==> config.mk <==
export PLATFORM = sky130hd
export DESIGN_NAME = rxdc_top
export DESIGN_NICKNAME = d
export VERILOG_FILES = /design/src/verilog/rxdc_pkg.sv /design/src/verilog/rxdc_prescaler.sv /design/src/verilog/rxdc_top.sv
export SDC_FILE = /design/constraint.sdc
export NUM_CORES = 1
export LEC_CHECK = 0
export BUFFER_PORTS_ARGS = -buffer_cell sky130_fd_sc_hd__buf_2
export CAP_MARGIN = 20
export CELL_PAD_IN_SITES_DETAIL_PLACEMENT = 0
export CELL_PAD_IN_SITES_GLOBAL_PLACEMENT = 2
export CORE_ASPECT_RATIO = 1.2
export CORE_MARGIN = 4
export CORE_UTILIZATION = 34
export DETAILED_ROUTE_END_ITERATION = 16
export PLACE_DENSITY = 0.82
export SYNTH_ARGS = -nofsm -noshare
export SYNTH_HDL_FRONTEND = slang
export SYNTH_SLANG_ARGS = --single-unit
==> constraint.sdc <==
create_clock -name pclk -period 7.5 [get_ports pclk]
set_input_delay 1.5 -clock pclk [delete_from_list [all_inputs] [get_ports pclk]]
set_output_delay 1.5 -clock pclk [all_outputs]
set_load 0.01 [all_outputs]
==> src/verilog/rxdc_pkg.sv <==
// Package with register map, field layout and reset values of the block
package rxdc_pkg;
	// Register indices; byte address is four times the index
	localparam logic [7:0] IDX_THRESHOLD = 8'h18;
	localparam logic [7:0] IDX_DEMOD = 8'h19;
	localparam logic [7:0] IDX_RX_CONTROL = 8'h20;
	localparam logic [7:0] IDX_PRESCALE = 8'h21;
	localparam logic [7:0] IDX_STATUS = 8'h22;
	// Reset values
	localparam logic [7:0] RST_THRESHOLD = 8'h84;
	localparam logic [7:0] RST_DEMOD = 8'h4d;
	localparam logic [7:0] RST_RX_CONTROL = 8'h00;
	// Writable bits; bit 3 of the threshold register is reserved
	localparam logic [7:0] MASK_THRESHOLD = 8'hf7;
	// Threshold fields
	localparam int MIN_LEVEL_LSB = 4;
	localparam int COLL_LEVEL_LSB = 0;
	// Demodulator fields
	localparam int COMBINE_LSB = 6;
	localparam int FIX_BIT = 5;
	localparam int EVEN_BIT = 4;
	localparam int TAU_RCV_LSB = 2;
	localparam int TAU_SYNC_LSB = 0;
	// Receive control fields
	localparam int INSEL_LSB = 6;
	localparam int GUARD_LSB = 0;
	// Input selection codes
	localparam logic [1:0] INSEL_LOW = 2'h0;
	localparam logic [1:0] INSEL_ENVELOPE = 2'h1;
	localparam logic [1:0] INSEL_ANALOG = 2'h2;
	localparam logic [1:0] INSEL_SENSE = 2'h3;
	// Channel combine codes
	localparam logic [1:0] COMB_STRONG = 2'h0;
	localparam logic [1:0] COMB_FREEZE = 2'h1;
	localparam logic [1:0] COMB_IQ = 2'h2;
	// Receiver commands
	localparam logic [3:0] CMD_RECEIVE = 4'h8;
	localparam logic [3:0] CMD_TRANSCEIVE = 4'hc;
	localparam logic [3:0] CMD_AUTOCOLL = 4'hd;
	localparam logic [3:0] CMD_AUTHENTICATE = 4'he;
	// Loop constant that freezes the PLL
	localparam logic [1:0] TAU_FROZEN = 2'h0;
	// Width of the prescale value
	localparam int PRESCALE_W = 12;
	// Receive channel in use
	typedef enum logic [1:0] {RXDC_CH_I, RXDC_CH_Q, RXDC_CH_IQ} rxdc_chan_t;
endpackage

==> src/verilog/rxdc_prescaler.sv <==
// Timer tick generator with odd or even divide ratio
`timescale 1ns/1ps
module rxdc_prescaler #(
	parameter int W = rxdc_pkg::PRESCALE_W
) (
	// Clock and reset
	input wire logic pclk,
	input wire logic presetn,
	// Settings
	input wire logic [W-1:0] prescale,
	input wire logic even_select,
	// Tick out
	output logic tick
);
	logic [W+1:0] count;
	logic [W+1:0] next_count;
	logic [W+1:0] last;
	logic next_tick;

	// Ratio 2P+1 or 2P+2; count runs from 0 to ratio-1
	always_comb begin
		last = {1'b0, prescale, 1'b0} + {{(W+1){1'b0}}, even_select};
		if (count >= last) begin
			next_count = '0;
			next_tick = 1'b1;
		end else begin
			next_count = count + 1'b1;
			next_tick = 1'b0;
		end
	end

	// Counter registers
	always_ff @(posedge pclk or negedge presetn) begin
		if (!presetn) begin
			count <= '0;
			tick <= 1'b0;
		end else begin
			count <= next_count;
			tick <= next_tick;
		end
	end
endmodule

==> src/verilog/rxdc_top.sv <==
// Receive decoder and demodulator configuration with APB register access
// Function
// - Select code 11 takes modulation from the sense input pin.
// - After transmit, receiver held off for guard delay bit-clocks.
// - Plain receive skips guard; transceive, autocoll, authenticate apply it.
// - Passive mode: guard count starts at last transmitted modulation pulse.
// - Active mode: guard count starts once external field is on.
// - Decoder evaluates input only at or above minimum signal level.
// - Collision only when weaker half-bit reaches collision level of stronger.
// - Threshold bit 3 reserved; unused, reads zero.
// - Combine code: 00 stronger, 01 stronger frozen, 10 I+Q, 11 reserved.
// - Combine codes act only while channel fix bit is zero.
// - Fix bit set and combine X1: receive on Q only.
// - Even select clear: timer tick divides by twice prescale plus one.
// - Even select set: timer tick divides by twice prescale plus two.
// - Reception loop constant sets PLL during data; 00 freezes PLL.
// - Burst loop constant sets PLL during the preceding burst.
//
// Added by the designer: register access over APB.
`timescale 1ns/1ps
module rxdc_top #(
	parameter int PW = rxdc_pkg::PRESCALE_W,
	parameter int AW = 8
) (
	// APB slave
	input wire logic pclk,
	input wire logic presetn,
	input wire logic psel,
	input wire logic penable,
	input wire logic pwrite,
	input wire logic [11:0] paddr,
	input wire logic [31:0] pwdata,
	output logic [31:0] prdata,
	output logic pready,
	output logic pslverr,
	// Command and link events
	input wire logic [3:0] command,
	input wire logic active_mode,
	input wire logic tx_last_pulse,
	input wire logic ext_field_on,
	input wire logic bit_clk_tick,
	// Receive signal sources
	input wire logic analog_mod,
	input wire logic sense_input_pin,
	input wire logic sense_envelope,
	output logic rx_signal,
	output logic guard_active,
	// Bit decoder
	input wire logic sample_valid,
	input wire logic [3:0] signal_strength,
	input wire logic [AW-1:0] strong_half,
	input wire logic [AW-1:0] weak_half,
	output logic decode_valid,
	output logic bit_collision,
	// Channel choice
	input wire logic comm_active,
	input wire logic [AW-1:0] i_strength,
	input wire logic [AW-1:0] q_strength,
	output rxdc_pkg::rxdc_chan_t channel,
	// Timer and PLL
	output logic timer_tick,
	input wire logic rx_burst,
	input wire logic rx_data,
	output logic [1:0] pll_tau,
	output logic pll_freeze
);
	////////////////////////////////////////////////////////////////////////
	// Registers
	logic [7:0] decoder_threshold;
	logic [7:0] demodulator_settings;
	logic [7:0] rx_control;
	logic [PW-1:0] timer_prescale_value;
	logic [7:0] next_decoder_threshold;
	logic [7:0] next_demodulator_settings;
	logic [7:0] next_rx_control;
	logic [PW-1:0] next_timer_prescale_value;
	logic [31:0] next_prdata;
	logic next_pready;
	logic next_pslverr;
	logic [7:0] index;
	logic access;
	logic wr_en;

	// Field views
	logic [3:0] min_signal_level;
	logic [2:0] collision_level;
	logic [1:0] channel_combine_select;
	logic channel_fix;
	logic prescaler_even_select;
	logic [1:0] reception_loop_constant;
	logic [1:0] burst_loop_constant;
	logic [1:0] input_select;
	logic [5:0] receive_guard_delay;

	assign min_signal_level = decoder_threshold[rxdc_pkg::MIN_LEVEL_LSB +: 4];
	assign collision_level = decoder_threshold[rxdc_pkg::COLL_LEVEL_LSB +: 3];
	assign channel_combine_select =
		demodulator_settings[rxdc_pkg::COMBINE_LSB +: 2];
	assign channel_fix = demodulator_settings[rxdc_pkg::FIX_BIT];
	assign prescaler_even_select = demodulator_settings[rxdc_pkg::EVEN_BIT];
	assign reception_loop_constant =
		demodulator_settings[rxdc_pkg::TAU_RCV_LSB +: 2];
	assign burst_loop_constant =
		demodulator_settings[rxdc_pkg::TAU_SYNC_LSB +: 2];
	assign input_select = rx_control[rxdc_pkg::INSEL_LSB +: 2];
	assign receive_guard_delay = rx_control[rxdc_pkg::GUARD_LSB +: 6];

	// Word index from byte address
	function automatic logic [7:0] word_index(input logic [11:0] a);
		word_index = a[9:2];
	endfunction

	// Read mux; unmapped addresses answer an error
	function automatic logic [32:0] read_word(input logic [7:0] idx,
		input logic [31:0] status);
		case (idx)
			rxdc_pkg::IDX_THRESHOLD: read_word = {1'b0, 24'h0,
				decoder_threshold & rxdc_pkg::MASK_THRESHOLD};
			rxdc_pkg::IDX_DEMOD: read_word = {1'b0, 24'h0, demodulator_settings};
			rxdc_pkg::IDX_RX_CONTROL: read_word = {1'b0, 24'h0, rx_control};
			rxdc_pkg::IDX_PRESCALE: read_word = {1'b0,
				{(32-PW){1'b0}}, timer_prescale_value};
			rxdc_pkg::IDX_STATUS: read_word = {1'b0, status};
			default: read_word = {1'b1, 32'h0};
		endcase
	endfunction

	logic [31:0] status_word;
	logic [32:0] rd;
	assign status_word = {24'h0, 1'b0, channel, guard_active, rx_signal,
		pll_freeze, bit_collision, decode_valid};
	assign index = word_index(paddr);
	assign access = psel && penable;
	assign wr_en = access && pready && pwrite && !pslverr;
	// Read mux in a process: the function reads the registers directly,
	// so a plain assign would not wake up when only a register changes
	always_comb begin
		rd = read_word(index, status_word);
	end

	// Bus next state: one wait cycle, write lands when pready is high
	always_comb begin
		next_decoder_threshold = decoder_threshold;
		next_demodulator_settings = demodulator_settings;
		next_rx_control = rx_control;
		next_timer_prescale_value = timer_prescale_value;
		next_pready = access && !pready;
		next_pslverr = access && !pready && rd[32];
		next_prdata = prdata;
		if (access && !pready && !pwrite) begin
			next_prdata = rd[31:0];
		end
		if (wr_en) begin
			case (index)
				rxdc_pkg::IDX_THRESHOLD: next_decoder_threshold =
					pwdata[7:0] & rxdc_pkg::MASK_THRESHOLD;
				rxdc_pkg::IDX_DEMOD: next_demodulator_settings =
					pwdata[7:0];
				rxdc_pkg::IDX_RX_CONTROL: next_rx_control = pwdata[7:0];
				rxdc_pkg::IDX_PRESCALE: next_timer_prescale_value =
					pwdata[PW-1:0];
				default: next_rx_control = rx_control;
			endcase
		end
	end

	// Bus and register flops
	always_ff @(posedge pclk or negedge presetn) begin
		if (!presetn) begin
			decoder_threshold <= rxdc_pkg::RST_THRESHOLD;
			demodulator_settings <= rxdc_pkg::RST_DEMOD;
			rx_control <= rxdc_pkg::RST_RX_CONTROL;
			timer_prescale_value <= '0;
			prdata <= 32'h0;
			pready <= 1'b0;
			pslverr <= 1'b0;
		end else begin
			decoder_threshold <= next_decoder_threshold;
			demodulator_settings <= next_demodulator_settings;
			rx_control <= next_rx_control;
			timer_prescale_value <= next_timer_prescale_value;
			prdata <= next_prdata;
			pready <= next_pready;
			pslverr <= next_pslverr;
		end
	end

	////////////////////////////////////////////////////////////////////////
	// Guard delay after transmission
	logic [5:0] guard_count;
	logic [5:0] next_guard_count;
	logic guard_cmd;
	logic guard_start;
	logic next_guard_active;
	logic next_rx_signal;
	logic raw_rx;

	// Plain receive has no guard; other receive commands do
	assign guard_cmd = (command == rxdc_pkg::CMD_TRANSCEIVE) ||
		(command == rxdc_pkg::CMD_AUTOCOLL) ||
		(command == rxdc_pkg::CMD_AUTHENTICATE);
	assign guard_start = guard_cmd &&
		(active_mode ? ext_field_on : tx_last_pulse);

	// Guard counter and gated receive signal
	always_comb begin
		next_guard_count = guard_count;
		if (guard_start) begin
			next_guard_count = receive_guard_delay;
		end else if (bit_clk_tick && guard_count != 6'h0) begin
			next_guard_count = guard_count - 6'h1;
		end
		next_guard_active = next_guard_count != 6'h0;
		case (input_select)
			rxdc_pkg::INSEL_LOW: raw_rx = 1'b0;
			rxdc_pkg::INSEL_ENVELOPE: raw_rx = sense_envelope;
			rxdc_pkg::INSEL_ANALOG: raw_rx = analog_mod;
			rxdc_pkg::INSEL_SENSE: raw_rx = sense_input_pin;
			default: raw_rx = 1'b0;
		endcase
		next_rx_signal = next_guard_active ? 1'b0 : raw_rx;
	end

	// Guard flops
	always_ff @(posedge pclk or negedge presetn) begin
		if (!presetn) begin
			guard_count <= 6'h0;
			guard_active <= 1'b0;
			rx_signal <= 1'b0;
		end else begin
			guard_count <= next_guard_count;
			guard_active <= next_guard_active;
			rx_signal <= next_rx_signal;
		end
	end

	////////////////////////////////////////////////////////////////////////
	// Bit decoder thresholds
	logic next_decode_valid;
	logic next_bit_collision;
	logic [AW+2:0] weak_scaled;
	logic [AW+2:0] strong_scaled;

	// Weak half scaled by 8 against strong half times the collision level
	always_comb begin
		weak_scaled = {weak_half, 3'h0};
		strong_scaled = {3'h0, strong_half} * {{AW{1'b0}}, collision_level};
		next_decode_valid = sample_valid &&
			(signal_strength >= min_signal_level);
		next_bit_collision = next_decode_valid &&
			(weak_scaled >= strong_scaled);
	end

	// Decoder flops
	always_ff @(posedge pclk or negedge presetn) begin
		if (!presetn) begin
			decode_valid <= 1'b0;
			bit_collision <= 1'b0;
		end else begin
			decode_valid <= next_decode_valid;
			bit_collision <= next_bit_collision;
		end
	end

	////////////////////////////////////////////////////////////////////////
	// Channel selection
	rxdc_pkg::rxdc_chan_t next_channel;
	rxdc_pkg::rxdc_chan_t stronger;
	logic frozen;
	logic next_frozen;

	always_comb begin
		stronger = (q_strength > i_strength) ? rxdc_pkg::RXDC_CH_Q :
			rxdc_pkg::RXDC_CH_I;
		next_frozen = 1'b0;
		next_channel = channel;
		if (channel_fix) begin
			next_channel = channel_combine_select[0] ?
				rxdc_pkg::RXDC_CH_Q :
				rxdc_pkg::RXDC_CH_I;
		end else begin
			case (channel_combine_select)
				rxdc_pkg::COMB_STRONG: next_channel = stronger;
				rxdc_pkg::COMB_FREEZE: begin
					next_frozen = comm_active;
					if (!frozen) begin
						next_channel = stronger;
					end
				end
				rxdc_pkg::COMB_IQ: next_channel = rxdc_pkg::RXDC_CH_IQ;
				default: next_channel = channel;
			endcase
		end
	end

	// Channel flops
	always_ff @(posedge pclk or negedge presetn) begin
		if (!presetn) begin
			channel <= rxdc_pkg::RXDC_CH_I;
			frozen <= 1'b0;
		end else begin
			channel <= next_channel;
			frozen <= next_frozen;
		end
	end

	////////////////////////////////////////////////////////////////////////
	// Timer prescaler
	rxdc_prescaler #(
		.W(PW)
	) u_prescaler (
		.pclk(pclk),
		.presetn(presetn),
		.prescale(timer_prescale_value),
		.even_select(prescaler_even_select),
		.tick(timer_tick)
	);

	////////////////////////////////////////////////////////////////////////
	// PLL time constant
	logic [1:0] next_pll_tau;
	logic next_pll_freeze;

	always_comb begin
		next_pll_tau = pll_tau;
		next_pll_freeze = 1'b0;
		if (rx_data) begin
			next_pll_tau = reception_loop_constant;
			next_pll_freeze =
				reception_loop_constant == rxdc_pkg::TAU_FROZEN;
		end else if (rx_burst) begin
			next_pll_tau = burst_loop_constant;
		end
	end

	// PLL flops
	always_ff @(posedge pclk or negedge presetn) begin
		if (!presetn) begin
			pll_tau <= 2'h0;
			pll_freeze <= 1'b0;
		end else begin
			pll_tau <= next_pll_tau;
			pll_freeze <= next_pll_freeze;
		end
	end
endmodule

==> key figures, run 1 <==
Status
  • Run status: finished, final reports clean

Routing
  • Post-route ant nets: 0
  • Drt drc: 0
  • Starting DRT DRC Count: 210
  • Wirelength per Cell: 15.56 µm
  • Number of vias per cell: 4.902
  • Via count: 4083
  • Detailed-route wire length: 12960 µm
  • 1st-pass router iterations: 5

Place
  • DP Area: 5754 µm²
  • Placed Instances: 814
  • GPL Wtd Cong: 0.7950
  • Buffers on Ports: 99
  • Post-DP HPWL: 9995 µm
  • Pre-CTS WS: 2.662 ns

Setup path
  • WS Path Type: in2reg
  • CP arrival: 4.70 ns
  • Max stage delay on crit path: 0.53 ns
  • WP data required: 7.71 ns
  • CP bufs+invs: 2
  • Critical path's top delay family: adder cells
  • Crit path max fanout: 3
  • Crit-path cells: buf_2 > and2_1 > fa_1 > ha_1 > inv_1 > fa_1 > nor2b_1 > o21ai_0 > a21boi_0 > o21ai_0 > a21bo_2 > ha_1 > a21o_1 > a211oi_1 > o21ai_0 > o211a_1
  • Startpoint types: primary input
  • Most frequent cell on the critical path: o21ai_0
  • CP max stage cell: fa_1
  • Critical Path End Type: register
  • Worst r2r src: decoder_threshold[2]
  • Worst Setup SP: strong_half[0]

Power
  • Switch share: 26.32%
  • Overall power: 1.142 mW
  • Psw: 300.4 µW
  • Seq pwr share: 43.0%
  • Worst vdd ir: 0.09527 mV
  • Static Leak: 3.145 nW
  • Cell-internal power: 841.1 µW
  • Clock share of power: 39.9%
  • PD cells: 186.9 nW/µm²
  • Logic pwr share: 17.0%

Timing
  • Hold Violations, Final: 0
  • Hold_ws: 0.4667 ns
  • Max Slew Vio Count: 0
  • Actual slew at the worst max-slew pin: 1.005 ns
  • Relative slew margins: 32.76%
  • Clock skew: 0.003944 ns
  • Final worst slack: 3.014 ns
  • Fin crit share: 59.82%
  • Final Setup Violations: 0
  • RSZ-0062 raised after global routing: no
  • Max Fclk: 0.2229 GHz
  • Post-layout min period: 4.486 ns
  • TNS Setup: 0 ns

Logic synthesis
  • Mean Syn Cell Area: 9.707 µm²
  • Largest family of logic cells by synthesized area: simple AND/OR/NAND/NOR gates
  • Ys async rst share: 100.0%
  • Seq/Total Area, Yosys: 39.13%
  • EDFF count, synth: 0
  • Ys flop type: dfrtp_1
  • Cell with the most instances after synthesis: dfrtp_1
  • #FFs+latches synth: 80
  • Synth cell count leaders: dfrtp_1, nand2_1, ha_1, inv_1, nor2_1
  • Cells after Synth: 529
  • Synth Area in Adders: 13.94%
  • Compound-Gate Fraction of Synth Area: 14.35%
  • Post-synthesis mux area share: 5.409%
  • Top cells by area, synth: dfrtp_1, ha_1, nand2_1
  • YS warnings: 0
  • Synth Area in XOR/XNOR: 2.900%
  • Synth unique cells: 70
  • Post-synth top area cell: dfrtp_1
  • Synth Cell Area: 5135 µm²
  • Simple-gate area share of the yosys netlist: 16.59%
  • Synth top area share: 36.06%

Cells and area
  • Final Core Density: 41.85%
  • Final Instance Area: 6107 µm²
  • Share of layout cells above drive strength 1: 23.38%
  • Antenna Cells: 0
  • Final net count: 781
  • Fin cells: 833
  • Synthesis-to-finish area growth: 18.93%

Global routing
  • Largest net degree at the start of global routing: 81
  • First-pass GRT wire length: 20560 µm
  • Vias in the first global route: 4056
  • Grt ovf: 0
  • Initial antenna violation count: 0
  • GRT Overall Usage: 15.17%

CTS
  • Worst-Skew Late Latency: 0.33 ns
  • Post-CTS Setup Inserts: 0
  • Num CTS Buffers: 9
  • Buffer type at the clock tree root: clkbuf_16
  • Cts repair resizes: 0
  • Clock slew at reported path FFs: 0.06 ns
  • Hold buffers post-CTS: 0
  • Clock buffer depth: 2
  • CTS tree: built
  • Clock sink count: 80
  • Htree depth: 3

Die
  • IO Pins: 144
  • Die footprint: 17140 µm²
  • Die extent in y: 142.6 µm
  • Initial Util: 35.19%
  • Die Span X: 120.2 µm
  • Core area: 14590 µm²
  • Row cnt: 48

Hold path
  • HP Start: prdata[9]
  • Hold Crit Class: reg2reg

Flow run
  • Maximum capacitance violations: 0
## flip-flops by register name, summed over array words and instances, names as in the netlist
register and flops:
u_prescaler.count 14, prdata 12, timer_prescale_value 12, demodulator_settings 8, rx_control 8, decoder_threshold 7
guard_count 6, channel 2, pll_tau 2, bit_collision 1, decode_valid 1, frozen 1
guard_active 1, pll_freeze 1, pready 1, pslverr 1, rx_signal 1, u_prescaler.tick 1
## kinds of logic after synthesis
kind of cell	Yosys count
simple gates	165
compound gates	108
flops	80
buf+inv	80
fa+ha+maj	53
mux	25
xor+xnor	17
other cells	1
## layer usage
metal | part of all wire, % | track usage (%) | vias up
met5 | 0 | 0 | -
met4 | 0.98 | 3.860 | 0
met3 | 5.9 | 3.170 | 9
met2 | 49 | 26.20 | 104
met1 | 44 | 19.46 | 1948
li1 | - | - | 2022
## placed cells by master, fill, tap and decap left out, types with 3 or more instances in the layout
cell type,netlist,final
o21a_1,5,5
and4_1,3,3
ha_1,46,46
or3_1,4,4
nand2_1,52,52
buf_2,0,98
conb_1,1,20
nor2b_1,3,3
clkbuf_16,0,9
fa_1,7,7
nor3_1,7,5
inv_1,46,46
xnor2_1,6,6
nor3_2,1,3
a31oi_1,4,4
nand3_1,11,11
mux2i_1,3,3
a211o_1,3,3
and3_1,3,3
a21o_1,6,6
clkbuf_1,12,3
mux2_2,10,10
and2_1,14,14
a21boi_0,3,3
dfrtp_1,74,74
nor2_1,42,42
dfstp_2,6,6
o21ai_1,3,3
mux2_1,12,12
buf_4,20,3
a21oi_1,20,20
nand4_1,3,3
o21ai_0,28,28
a222oi_1,7,7
xor2_1,11,11
a221oi_1,6,6
## worst min-delay path, cell delays in order (launching register included)
cell and delay (ns):
dfrtp_1 0.34, nand2_1 0.05, nand2_1 0.05
## layout make-up
type                    count  area, µm²
repair buffers            103      551.8
fillers                  1462       8487
inverters                  46      172.7
multi-input cells         388       2816
clock buffers              12      236.5
clock inverters             4      70.07
well taps                 200      250.2
flip-flops and latches     80       2009
## worst paths after layout
check                      cells past startpoint  slack, ns                 endpoint
setup / recovery                              16       3.01            bit_collision
hold / removal                                 2       0.47                prdata[9]
setup reg to reg                              14       3.73            bit_collision
hold reg to reg                                2       0.47                prdata[9]
max in group asynchronous                      2       5.77  demodulator_settings[6]
min in group asynchronous                      1       1.08    u_prescaler.count[11]
## power by group through the flow
stage          sequential (mW)  clock, mW  combinational (mW)
2_1_floorplan            0.493          0               0.134
3_3_place_gp             0.498          0               0.187
6_report                 0.491      0.456               0.194
3_5_place_dp             0.498          0               0.194
5_1_grt                  0.497      0.486               0.219
4_1_cts                  0.491      0.465               0.195
No activity file was read; power rests on OpenSTA's default activity.
==> run 2: changes to the inputs <==
- CORE_UTILIZATION: 34 -> 29
- PLACE_DENSITY: 0.82 -> 0.74
- clock period: 7.5 -> 4 ns (I/O delays scaled with it)
==> key figures, run 2 (same netlist as run 1, synthesis figures left out) <==
Setup path
  • Most frequent cell on the critical path: o21ai_0
  • Startpoint types: primary input
  • CP max stage cell: fa_1
  • CP arrival: 3.94 ns
  • Critical Path End Type: register
  • Worst r2r src: decoder_threshold[2]
  • Crit-path cells: buf_2 > and2_1 > fa_1 > ha_1 > inv_1 > fa_1 > nor2b_1 > o21ai_0 > a21boi_0 > o21ai_0 > a21bo_2 > ha_1 > a21o_1 > a211oi_1 > o21ai_0 > o211a_1
  • Crit path max fanout: 3
  • WS Path Type: in2reg
  • CP bufs+invs: 2
  • Setup slack, reg-to-reg: 0.30 ns
  • WP data required: 4.22 ns
  • R2R cell count: 14
  • Max stage delay on crit path: 0.54 ns
  • Reg2Reg Capture Point: bit_collision
  • Critical path's top delay family: adder cells

Die
  • Die footprint: 19910 µm²
  • Row cnt: 53
  • Core area: 17440 µm²
  • IO Pins: 144
  • Initial Util: 29.44%
  • Die Span X: 129.5 µm
  • Die extent in y: 153.8 µm

Cells and area
  • Most common cell after layout, fill and taps aside: buf_2
  • Final Core Density: 34.98%
  • Most frequent cells in the layout: buf_2, dfrtp_1, nand2_1, inv_1, ha_1
  • Register bank with the most flops: u_prescaler.count
  • Final Instance Area: 6101 µm²
  • Synthesis-to-finish area growth: 18.81%
  • Biggest regs: u_prescaler.count: 14 flops, prdata: 12 flops, timer_prescale_value: 12 flops
  • Fin cells: 854
  • Antenna Cells: 0
  • Filler cells: 1829
  • Largest register FFs: 14
  • Final net count: 782
  • Share of layout cells above drive strength 1: 23.50%

Place
  • GPL Wtd Cong: 0.8437
  • DP Area: 5789 µm²
  • Post-DP HPWL: 10520 µm
  • Placed Instances: 836
  • Buffers on Ports: 99

CTS
  • Htree depth: 3
  • Post-CTS Setup Inserts: 0
  • Cts repair resizes: 0
  • Clock sink count: 80
  • Buffer type at the clock tree root: clkbuf_16
  • Worst-Skew Late Latency: 0.34 ns
  • Clock slew at reported path FFs: 0.06 ns
  • Num CTS Buffers: 9
  • Clock buffer depth: 2
  • CTS tree: built
  • Hold buffers post-CTS: 0

Routing
  • Starting DRT DRC Count: 241
  • 1st-pass router iterations: 4
  • Via count: 4120
  • Wirelength per Cell: 15.30 µm
  • Post-route ant nets: 0
  • Detailed-route wire length: 13070 µm
  • Drt drc: 0
  • Number of vias per cell: 4.824

Timing
  • Hold Violations, Final: 0
  • Max Slew Vio Count: 0
  • Post-layout min period: 3.719 ns
  • Relative slew margins: 40.29%
  • TNS Setup: 0 ns
  • Fin crit share: 92.98%
  • Final Setup Violations: 0
  • RSZ-0062 raised after global routing: no
  • Max Fclk: 0.2689 GHz
  • Clock skew: 0.008006 ns
  • Actual slew at the worst max-slew pin: 0.8924 ns
  • Hold_ws: 0.4131 ns

Global routing
  • Grt ovf: 0
  • Initial antenna violation count: 0
  • GRT Overall Usage: 13.34%
  • First-pass GRT wire length: 21090 µm
  • Largest net degree at the start of global routing: 81
  • Vias in the first global route: 4191

Power
  • Worst vdd ir: 0.1526 mV
  • PD cells: 336.6 nW/µm²
  • Static Leak: 3.129 nW

Flow run
  • Maximum capacitance violations: 0

Hold path
  • Hold Crit Class: in2async

Status
  • Run status: finished, final reports clean
run 2: changes by cell type in the layout (fill, tap and decap cells not counted), sizes merged:
cell,delta
clkinvlp,+1
bufinv,-2
buf,+1
clkinv,+1
run 2: layout make-up:
| type | count | area (µm²) | area share (%) |
|---|---|---|---|
| sequential | 80 | 2009 | 32.94 |
| multi-input combinational | 388 | 2811 | 46.08 |
| inverter | 46 | 172.7 | 2.830 |
| clock buffer | 12 | 246.5 | 4.040 |
| timing repair buffer | 104 | 555.5 | 9.106 |
| clock inverter | 4 | 30.03 | 0.4922 |
| tap | 220 | 275.3 | 4.512 |
run 2: power breakdown:
group | leakage (nW) | internal, mW | switching, mW | total (mW)
logic | 2.03 | 0.167 | 0.201 | 0.368
registers | 0.962 | 0.864 | 0.0571 | 0.921
clock network | 0.133 | 0.439 | 0.325 | 0.764
total | 3.13 | 1.47 | 0.583 | 2.05
run 2: how the worst max path moves through the flow:
stage,start,endpoint,depth (start not counted)
after floorplan,strong_half[0],bit_collision,15
after global placement,strong_half[0],bit_collision,16
after detailed placement,strong_half[0],bit_collision,16
after CTS,decoder_threshold[2],bit_collision,14
after global routing,decoder_threshold[2],bit_collision,14
final,strong_half[0],bit_collision,16
run 2: layer usage:
layer,part of all wire [%],wire [µm],track usage [%]
met1,43,5563,16.59
met2,51,6632,23.15
met5,0,0,0
met3,5.2,684,2.606
met4,1.4,189,4.208
run 2: metrics by stage:
step	setup slack [ns]	power, mW
after CTS	0.2676	2.075
after global placement	0.006485	1.286
after global routing	0.004892	2.170
after detailed placement	-0.05830	1.303
after floorplan	0.2770	1.175
final	0.2807	2.053
run 2: worst register-to-register path, stage by stage (launching register included):
cell	delay, ns
dfstp_2	0.63
nand2_1	0.11
fa_1	0.55
inv_1	0.05
ha_1	0.32
nor2b_1	0.14
o21ai_0	0.18
a21boi_0	0.15
o31ai_1	0.26
a21bo_2	0.26
ha_1	0.29
a21o_1	0.19
a211oi_1	0.22
o21ai_0	0.12
o211a_1	0.13
